`src/trla_pkg.sv`:
```
// Package for the thermal reading and limit alert block.
// Assumes a byte-wide register port driven by the host-side serial front end.
package trla_pkg;
    // Register offsets
    localparam logic [7:0] OFF_READ_HI  = 8'h0A;
    localparam logic [7:0] OFF_READ_LO  = 8'h0B;
    localparam logic [7:0] OFF_UP_LIM   = 8'h0C;
    localparam logic [7:0] OFF_LO_LIM   = 8'h0D;
    localparam logic [7:0] OFF_DEADBAND = 8'h0E;
    // Reset values
    localparam logic [6:0] RST_UP_LIM   = 7'h55;
    localparam logic [7:0] RST_LO_LIM   = 8'h00;
    localparam logic [4:0] RST_DEADBAND = 5'h05;
    localparam logic [10:0] RST_TEMP    = 11'h000;
    // Field layout
    localparam int TEMP_W    = 11;
    localparam int FRAC_W    = 3;
    localparam int LO_PAD_W  = 5;
    // Register access bundle
    typedef struct packed {
        logic       wr;   // Write strobe
        logic       rd;   // Read strobe
        logic [7:0] addr; // Register offset
        logic [7:0] wdata;// Write data
    } trla_req_t;
    // Check phase: rising-check pending or falling-check pending
    typedef enum logic [1:0] {
        TRLA_WAIT_RISE = 2'b01,
        TRLA_WAIT_FALL = 2'b10
    } trla_phase_t;
endpackage

```
`src/trla_top.sv`:
```
// Function
// - High reading holds integer temperature bits, reset zero
// - Low reading holds fraction in bits 7:5
// - Reading is 11-bit two's complement, eighth degree
// - Upper limit 7-bit unsigned, reset 85
// - Rising above upper limit sets event flag
// - Then falling below limit minus deadband sets flag
// - Sleep exit or upper write rearms rising check
// - Lower limit 8-bit signed, reset zero
// - Falling below lower limit sets event flag
// - Then rising above lower limit sets flag
// - Sleep exit or lower write rearms falling check
// - Deadband 5-bit unsigned, reset five
// - Unmasked event flag drives alert low
// - Mask blocks alert only, flag still set
//
// Thermal readout, limit compare and alert generation.
// Assumes the sensor delivers a sample with a one-cycle valid strobe,
// and that status clear, mask bit and sleep exit come from the system.
`timescale 1ns/1ns
module trla_top (
    input  wire logic                clk,           // 100 MHz clock
    input  wire logic                rst,           // Async reset, high
    input  wire trla_pkg::trla_req_t reg_req,       // Register access
    output logic [7:0]               reg_rdata,     // Read data, registered
    input  wire logic [10:0]         sample_temp,   // Converted temperature
    input  wire logic                sample_valid,  // New sample strobe
    input  wire logic                sleep_exit,    // Leaving sleep pulse
    input  wire logic                thermal_event_mask, // Mask bit from mask register
    input  wire logic                flag_clear,    // Host clears event flag
    output logic                     thermal_event_flag, // Sticky event flag
    output logic                     alert_n        // Alert pin, active low
);
    // Register state
    logic [10:0] temp_reg, temp_next;          // Combined reading
    logic [6:0]  up_reg, up_next;              // Upper limit
    logic [7:0]  lo_reg, lo_next;              // Lower limit
    logic [4:0]  db_reg, db_next;              // Deadband
    logic [7:0]  rdata_reg, rdata_next;        // Read data
    logic        flag_reg, flag_next;          // Event flag
    trla_pkg::trla_phase_t hi_reg, hi_next;    // Upper check phase
    trla_pkg::trla_phase_t lo_ph_reg, lo_ph_next; // Lower check phase
    logic        up_ev, lo_ev;                 // Crossing events

    // Sign-extend a whole-degree value to reading scale (x8)
    function automatic logic signed [13:0] to_scale(input logic signed [9:0] deg);
        to_scale = {deg[9], deg, 3'b000};                             // Keep sign across the x8 shift
    endfunction

    logic signed [13:0] t_s, up_s, fall_s, lo_s; // Compare operands
    always_comb begin
        t_s    = 14'(signed'(temp_reg));
        up_s   = to_scale({3'b000, up_reg});
        fall_s = to_scale(10'(signed'({3'b000, up_reg})) - 10'(signed'({5'b00000, db_reg})));
        lo_s   = to_scale(10'(signed'(lo_reg)));
    end

    // Next-state for registers, phases and flag
    always_comb begin
        temp_next  = temp_reg;
        up_next    = up_reg;
        lo_next    = lo_reg;
        db_next    = db_reg;
        hi_next    = hi_reg;
        lo_ph_next = lo_ph_reg;
        up_ev      = 1'b0;
        lo_ev      = 1'b0;
        if (sample_valid) begin
            temp_next = sample_temp;
        end
        // Upper threshold check
        unique case (hi_reg)
            trla_pkg::TRLA_WAIT_RISE: begin
                if (t_s > up_s) begin
                    up_ev   = 1'b1;
                    hi_next = trla_pkg::TRLA_WAIT_FALL;
                end
            end
            trla_pkg::TRLA_WAIT_FALL: begin
                if (t_s < fall_s) begin
                    up_ev   = 1'b1;
                    hi_next = trla_pkg::TRLA_WAIT_RISE;
                end
            end
        endcase
        // Lower threshold check, no deadband
        unique case (lo_ph_reg)
            trla_pkg::TRLA_WAIT_FALL: begin
                if (t_s < lo_s) begin
                    lo_ev      = 1'b1;
                    lo_ph_next = trla_pkg::TRLA_WAIT_RISE;
                end
            end
            trla_pkg::TRLA_WAIT_RISE: begin
                if (t_s > lo_s) begin
                    lo_ev      = 1'b1;
                    lo_ph_next = trla_pkg::TRLA_WAIT_FALL;
                end
            end
        endcase
        // Register writes
        if (reg_req.wr) begin
            unique case (reg_req.addr)
                trla_pkg::OFF_UP_LIM: begin
                    up_next = reg_req.wdata[6:0];
                    hi_next = trla_pkg::TRLA_WAIT_RISE;
                end
                trla_pkg::OFF_LO_LIM: begin
                    lo_next    = reg_req.wdata;
                    lo_ph_next = trla_pkg::TRLA_WAIT_FALL;
                end
                trla_pkg::OFF_DEADBAND: begin
                    db_next = reg_req.wdata[4:0];
                end
                default: begin
                end
            endcase
        end
        // Sleep exit rearms both checks
        if (sleep_exit) begin
            hi_next    = trla_pkg::TRLA_WAIT_RISE;
            lo_ph_next = trla_pkg::TRLA_WAIT_FALL;
        end
        // Sticky flag; a new event wins over clear
        flag_next = (flag_reg && !flag_clear) || up_ev || lo_ev;
    end

    // Read data mux
    always_comb begin
        rdata_next = rdata_reg;
        if (reg_req.rd) begin
            unique case (reg_req.addr)
                trla_pkg::OFF_READ_HI:  rdata_next = temp_reg[10:3];
                trla_pkg::OFF_READ_LO:  rdata_next = {temp_reg[2:0], 5'h00};
                trla_pkg::OFF_UP_LIM:   rdata_next = {1'b0, up_reg};
                trla_pkg::OFF_LO_LIM:   rdata_next = lo_reg;
                trla_pkg::OFF_DEADBAND: rdata_next = {3'b000, db_reg};
                default:                rdata_next = 8'h00;
            endcase
        end
    end

    // State registers
    always_ff @(posedge clk or posedge rst) begin
        if (rst) begin
            temp_reg  <= trla_pkg::RST_TEMP;
            up_reg    <= trla_pkg::RST_UP_LIM;
            lo_reg    <= trla_pkg::RST_LO_LIM;
            db_reg    <= trla_pkg::RST_DEADBAND;
            rdata_reg <= 8'h00;
            flag_reg  <= 1'b0;
            hi_reg    <= trla_pkg::TRLA_WAIT_RISE;
            lo_ph_reg <= trla_pkg::TRLA_WAIT_FALL;
        end else begin
            temp_reg  <= temp_next;
            up_reg    <= up_next;
            lo_reg    <= lo_next;
            db_reg    <= db_next;
            rdata_reg <= rdata_next;
            flag_reg  <= flag_next;
            hi_reg    <= hi_next;
            lo_ph_reg <= lo_ph_next;
        end
    end

    // Outputs
    assign reg_rdata          = rdata_reg;
    assign thermal_event_flag = flag_reg;
    assign alert_n            = !(flag_reg && !thermal_event_mask);
endmodule // trla_top

```
`config.mk`:
```
export PLATFORM = sky130hd
export DESIGN_NAME = trla_top
export DESIGN_NICKNAME = d
export VERILOG_FILES = /design/src/trla_pkg.sv /design/src/trla_top.sv
export SDC_FILE = /design/constraint.sdc
export NUM_CORES = 1
export LEC_CHECK = 0
export BUFFER_PORTS_ARGS = -buffer_cell sky130_fd_sc_hd__buf_2
export CORE_MARGIN = 3
export CORE_UTILIZATION = 45
export DETAILED_ROUTE_END_ITERATION = 8
export PLACE_DENSITY = 0.71
export SYNTH_ARGS = -nofsm -noshare
export SYNTH_HDL_FRONTEND = slang
export SYNTH_SLANG_ARGS = --single-unit
```
`constraint.sdc`:
```
create_clock -name clk -period 7.4 [get_ports clk]
set_input_delay 1.11 -clock clk [delete_from_list [all_inputs] [get_ports clk]]
set_output_delay 1.11 -clock clk [all_outputs]
set_load 0.02 [all_outputs]
```
==> results of run 1 <==
[metal layers]
metal,global-route usage [%],vias to the layer above
met4,7.75,0
met5,0,-
li1,-,1083
met3,4.61,11
met1,25.5,1043
met2,28.8,57
[logic make-up after synthesis]
| group | synth area share, % |
|---|---|
| AO/OA/AOI/OAI | 17.2 |
| multiplexers | 8.92 |
| XOR/XNOR | 1.27 |
| adder cells (fa/ha/maj) | 13.0 |
| flip-flops | 40.4 |
| buffers and inverters | 6.55 |
| AND/OR/NAND/NOR | 12.7 |
[power by group through the flow]
stage | registers, mW | clock network (mW) | logic, mW
floorplan | 0.277 | 0 | 0.0829
global placement | 0.281 | 0 | 0.113
detailed placement | 0.282 | 0 | 0.116
CTS | 0.277 | 0.206 | 0.117
global route | 0.281 | 0.216 | 0.133
finish | 0.277 | 0.201 | 0.116
[path summary, 6_finish.rpt]
kind,startpoint,to,slack [ns]
setup / recovery,db_reg[0],hi_reg[0],4.30
hold / removal,reg_rdata[3],reg_rdata[3],0.52
setup reg to reg,db_reg[0],hi_reg[0],4.30
hold reg to reg,reg_rdata[3],reg_rdata[3],0.52
max in group asynchronous,rst,up_reg[4],6.09
min in group asynchronous,rst,temp_reg[1],0.93
[worst max-delay path: cells and delay by family, from the launching register on]
kind,cells,cell delay [ns]
AO/OA/AOI/OAI,5,0.88
adder cells (fa/ha/maj),3,0.85
flip-flops,1,0.55
AND/OR/NAND/NOR,1,0.52
buffers and inverters,2,0.10
XOR/XNOR,1,0.10
[synthesized netlist by cell type (all sizes together), types with 5 or more instances]
cell type / instances
a22oi: 10
inv: 35
nor2b: 8
nor3: 6
dfstp: 8
ha: 27
nand2: 23
mux2: 20
o21ai: 23
dfrtp: 36
nand2b: 6
buf: 6
nand3: 5
a21oi: 9
o22ai: 9
[final cells by class]
cell class	instances	area share, %
multi-input combinational	190	46.4
timing repair buffer	45	7.24
clock buffer	7	3.06
inverter	35	4.18
tap	72	2.86
sequential	44	35.3
clock inverter	1	0.955
==> flow_summary.json, run 1 <==
{
  "post_cts_buffers": 0,
  "cp_data_required_time_ns": 7.62,
  "rr_worst_depth": 12,
  "min_period_ns": 3.10,
  "rsz0062_at_grt": "no",
  "multiInputGateArea_mm2": 0.00146,
  "netlist.area_leader.share_pct": 32.8,
  "synth-edff-count": 0,
  "gp_congestion": 0.834,
  "critPathKind": "reg -> reg",
  "overflow": 0,
  "syn_inst": 278,
  "wirelength_met1_um": 2950,
  "hpwlAfterDp_um": 4770,
  "cpPeakStageDelay_ns": 0.55,
  "dp_cells": 386,
  "wire_per_inst_um": 15.7,
  "pin_count": 45,
  "finalNetCount": 384,
  "syn-cell-area_mm2": 0.00275,
  "ys_warn_count": 0,
  "total_power_mw": 0.594,
  "diodes": 0,
  "synth-seq-cells": 44,
  "drive_above_1_share_pct": 25.8,
  "final_area_mm2": 0.00315,
  "die_area_mm2": 0.00709,
  "peakVddDrop_uv": 128,
  "final_cells": 394,
  "hp-class": "reg -> reg",
  "io_buffer_count": 44,
  "antenna_found_initial": 0,
  "status": "finished, final reports clean",
  "slew_headroom_pct": 58.8,
  "num_vias": 2194,
  "grt_pass1_vias": 2179,
  "clock-sinks": 44,
  "finClkSkew_ns": 0.00804,
  "rows": 27,
  "die_width_um": 84.2,
  "largest_register_ffs": 11,
  "p_sw_mw": 0.162,
  "cts.reportedPaths.clkPinSlew_ns": 0.08,
  "wl_met3_um": 347,
  "cts_buffers": 5,
  "synthTopCellsByArea": "dfrtp_1 (33%), ha_1 (12%), mux2_2 (7.8%)",
  "place_ws_ns": 4.30,
  "fin_ws_ns": 4.30,
  "utilization_pct": 55.1,
  "postCtsResizedCells": 0,
  "power_density_mw_per_mm2": 189,
  "ctsHoldBuffers": 0,
  "switching_share_pct": 27.2,
  "clock.fmax_mhz": 323,
  "cts_tree": "yes",
  "p_seq_share_pct": 46.7,
  "met2_length_um": 2770,
  "viasPerCell": 5.57,
  "top_layer_used": "met4",
  "clk_latency_ns": 0.30,
  "ys_types": 48,
  "hold_slack_ns": 0.518,
  "drv_slew": 0,
  "p_comb_share_pct": 19.5,
  "drtIter0Drc": 105,
  "p_int_mw": 0.433,
  "grt_pass1_wl_um": 10700,
  "tns_ns": 0,
  "cts.path.max_buffers": 2,
  "areaGrowthSynthToFinish_pct": 14.4,
  "drc": 0,
  "worstPathArrival_ns": 3.32,
  "final_hold_viol_count": 0,
  "layout_common_cells": "buf_2 (44), dfrtp_1 (36), inv_1 (34), ha_1 (27), nand2_1 (23)",
  "synthesis.nets": 341,
  "synth_area_leader_cell": "dfrtp_1",
  "start_kind": "flop",
  "p_leak_nw": 1.45,
  "gr-usage-all-layers_pct": 18.8,
  "regArea_mm2": 0.00111,
  "grt_max_degree": 45,
  "synth-async-reset-ratio_pct": 100,
  "start_util_pct": 48.2,
  "cp_max_fo": 3,
  "die_h_um": 84.2,
  "drtPass1Iterations": 4,
  "worst_path_max_delay_cell": "dfstp_2",
  "syn_area_per_cell_um2": 9.89,
  "worstHoldPathCells": 2,
  "cts_root_buffer": "clkbuf_8",
  "clkPwrFrac_pct": 33.9,
  "placed_cell_area_mm2": 0.00302,
  "core_area_mm2": 0.00571,
  "synth_ff_type": "dfrtp_1",
  "max-cap-violations": 0,
  "finalCritPeriodShare_pct": 41.9,
  "crit_chain": "ha_1 -> inv_1 -> fa_1 -> a21oi_1 -> o21bai_1 -> a211oi_1 -> xnor2_1 -> ha_1 -> inv_1 -> o2111ai_1 -> o21ai_0 -> or4b_1",
  "final_common_cell": "buf_2",
  "finalSetupViolations": 0,
  "cts_htree_levels": 2,
  "drt_wl_total_um": 6190,
  "worstSetupEndpointType": "flop",
  "ys_seq_area_share_pct": 40.4,
  "postRouteAntennaNets": 0,
  "n_fill_cell": 504,
  "tightestPinTransition_ns": 0.616
}
Power figures use the tool's default switching activity.
==> inputs of run 2 (changes only) <==
- clock period: 7.4 -> 2.96 ns (I/O delays scaled with it)
==> flow_summary.json, run 2 (synthesis results as in run 1) <==
{
  "status": "finished, final reports clean",
  "final_hold_viol_count": 0,
  "largest_register_ffs": 11,
  "utilization_pct": 56.6,
  "slew_headroom_pct": 49.4,
  "drtPass1Iterations": 4,
  "critical_path_depth": 12,
  "grt_pass1_vias": 2170,
  "antenna_found_initial": 0,
  "core_area_mm2": 0.00571,
  "num_vias": 2244,
  "finalSetupViolations": 0,
  "die_h_um": 84.2,
  "pin_count": 45,
  "crit_chain": "ha_4 -> inv_2 -> fa_2 -> a21oi_2 -> o21bai_1 -> a211oi_2 -> xnor2_1 -> ha_1 -> o2111ai_2 -> o2111ai_2 -> o21ai_2 -> or4b_1",
  "hpwlAfterDp_um": 4990,
  "die_area_mm2": 0.00709,
  "clk_latency_ns": 0.29,
  "cpPeakStageDelay_ns": 0.56,
  "clock.fmax_mhz": 344,
  "overflow": 0,
  "drc": 0,
  "total_power_mw": 1.47,
  "drive_above_1_share_pct": 30.4,
  "hp-class": "in -> async",
  "drv_slew": 0,
  "postRouteAntennaNets": 0,
  "finalNetCount": 391,
  "worst_path_max_delay_cell": "dfstp_2",
  "cpMostUsedCell": "o2111ai_2",
  "rr_worst_depth": 12,
  "wire_per_inst_um": 16.0,
  "cp_max_fo": 2,
  "final_common_cell": "buf_2",
  "cts_root_buffer": "clkbuf_8",
  "wl_met3_um": 392,
  "start_util_pct": 48.2,
  "power_density_mw_per_mm2": 453,
  "fin_ws_ns": 0.0527,
  "drtIter0Drc": 149,
  "layout_common_cells": "buf_2 (44), dfrtp_1 (36), inv_1 (33), ha_1 (26), nand2_1 (23)",
  "gr-usage-all-layers_pct": 18.4,
  "areaGrowthSynthToFinish_pct": 17.5,
  "io_buffer_count": 44,
  "top_layer_used": "met4",
  "min_period_ns": 2.91,
  "rows": 27,
  "gp_congestion": 0.850,
  "wirelength_met1_um": 2880,
  "cts_buffers": 5,
  "start_kind": "flop",
  "cts_htree_levels": 2,
  "drt_wl_total_um": 6400,
  "tightestPinTransition_ns": 0.754,
  "cts.reportedPaths.clkPinSlew_ns": 0.09,
  "grt_max_degree": 25,
  "finClkSkew_ns": 0.0106,
  "finalCritPeriodShare_pct": 98.2,
  "p_leak_nw": 1.48,
  "peakVddDrop_uv": 233,
  "met2_length_um": 3090,
  "cp_top_family": "compound AO/OA/AOI/OAI gates",
  "viasPerCell": 5.60,
  "clock-sinks": 44,
  "ctsHoldBuffers": 0,
  "cts.path.max_buffers": 2,
  "cp.buffers_inverters": 1,
  "diodes": 0,
  "post_cts_buffers": 0,
  "place_ws_ns": -0.0954,
  "critPathKind": "reg -> reg",
  "die_width_um": 84.2,
  "cts_tree": "yes",
  "worstSetupEndpointType": "flop",
  "max-cap-violations": 0,
  "worstPathArrival_ns": 3.11,
  "cp_data_required_time_ns": 3.17,
  "grt_pass1_wl_um": 10400
}
## run 2: worst paths after layout
kind / slack, ns / from / endpoint
setup reg to reg: 0.05 / db_reg[0] / hi_reg[0]
max in group asynchronous: 2.00 / rst / db_reg[2]
setup / recovery: 0.05 / db_reg[0] / hi_reg[0]
min in group clk: 0.35 / reg_req[7] / lo_reg[7]
hold / removal: 0.17 / rst / temp_reg[1]
hold reg to reg: 0.52 / reg_rdata[2] / reg_rdata[2]
## run 2: cell type report
class	instances	area, um^2
fill	519	2480
multi-input combinational	190	1510
sequential	44	1110
timing repair buffer	52	280
inverter	35	131
tap	72	90.1
clock buffer	5	68.8
clock inverter	3	42.5
## run 2: power breakdown
part	switching [mW]	internal (mW)
Sequential	0.0430	0.650
Combinational	0.169	0.146
Clock	0.207	0.250
## run 2: routing by layer
metal,global-route usage [%],vias up
met1,25.8,1079
met5,0,-
met2,29.1,61
met3,3.83,2
met4,4.68,0
li1,-,1102
## run 2: timing repair
action / 4_1_cts / 5_1_grt
pin swaps: 1 / 8
setup endpoints to repair: 3 / 3
resized for setup: 2 / 13
## run 2: stage by stage
| stage | TNS, ns | area, um^2 | hold slack [ns] | cells |
|---|---|---|---|---|
| 2_1_floorplan | 0 | 2750 | 0.484 | 278 |
| 3_3_place_gp | 0 | 3070 | 0.506 | 393 |
| 3_5_place_dp | -0.153 | 3070 | 0.513 | 393 |
| 4_1_cts | 0 | 3190 | 0.189 | 401 |
| 5_1_grt | -0.171 | 3230 | 0.210 | 401 |
| 6_report | 0 | 3230 | 0.172 | 401 |
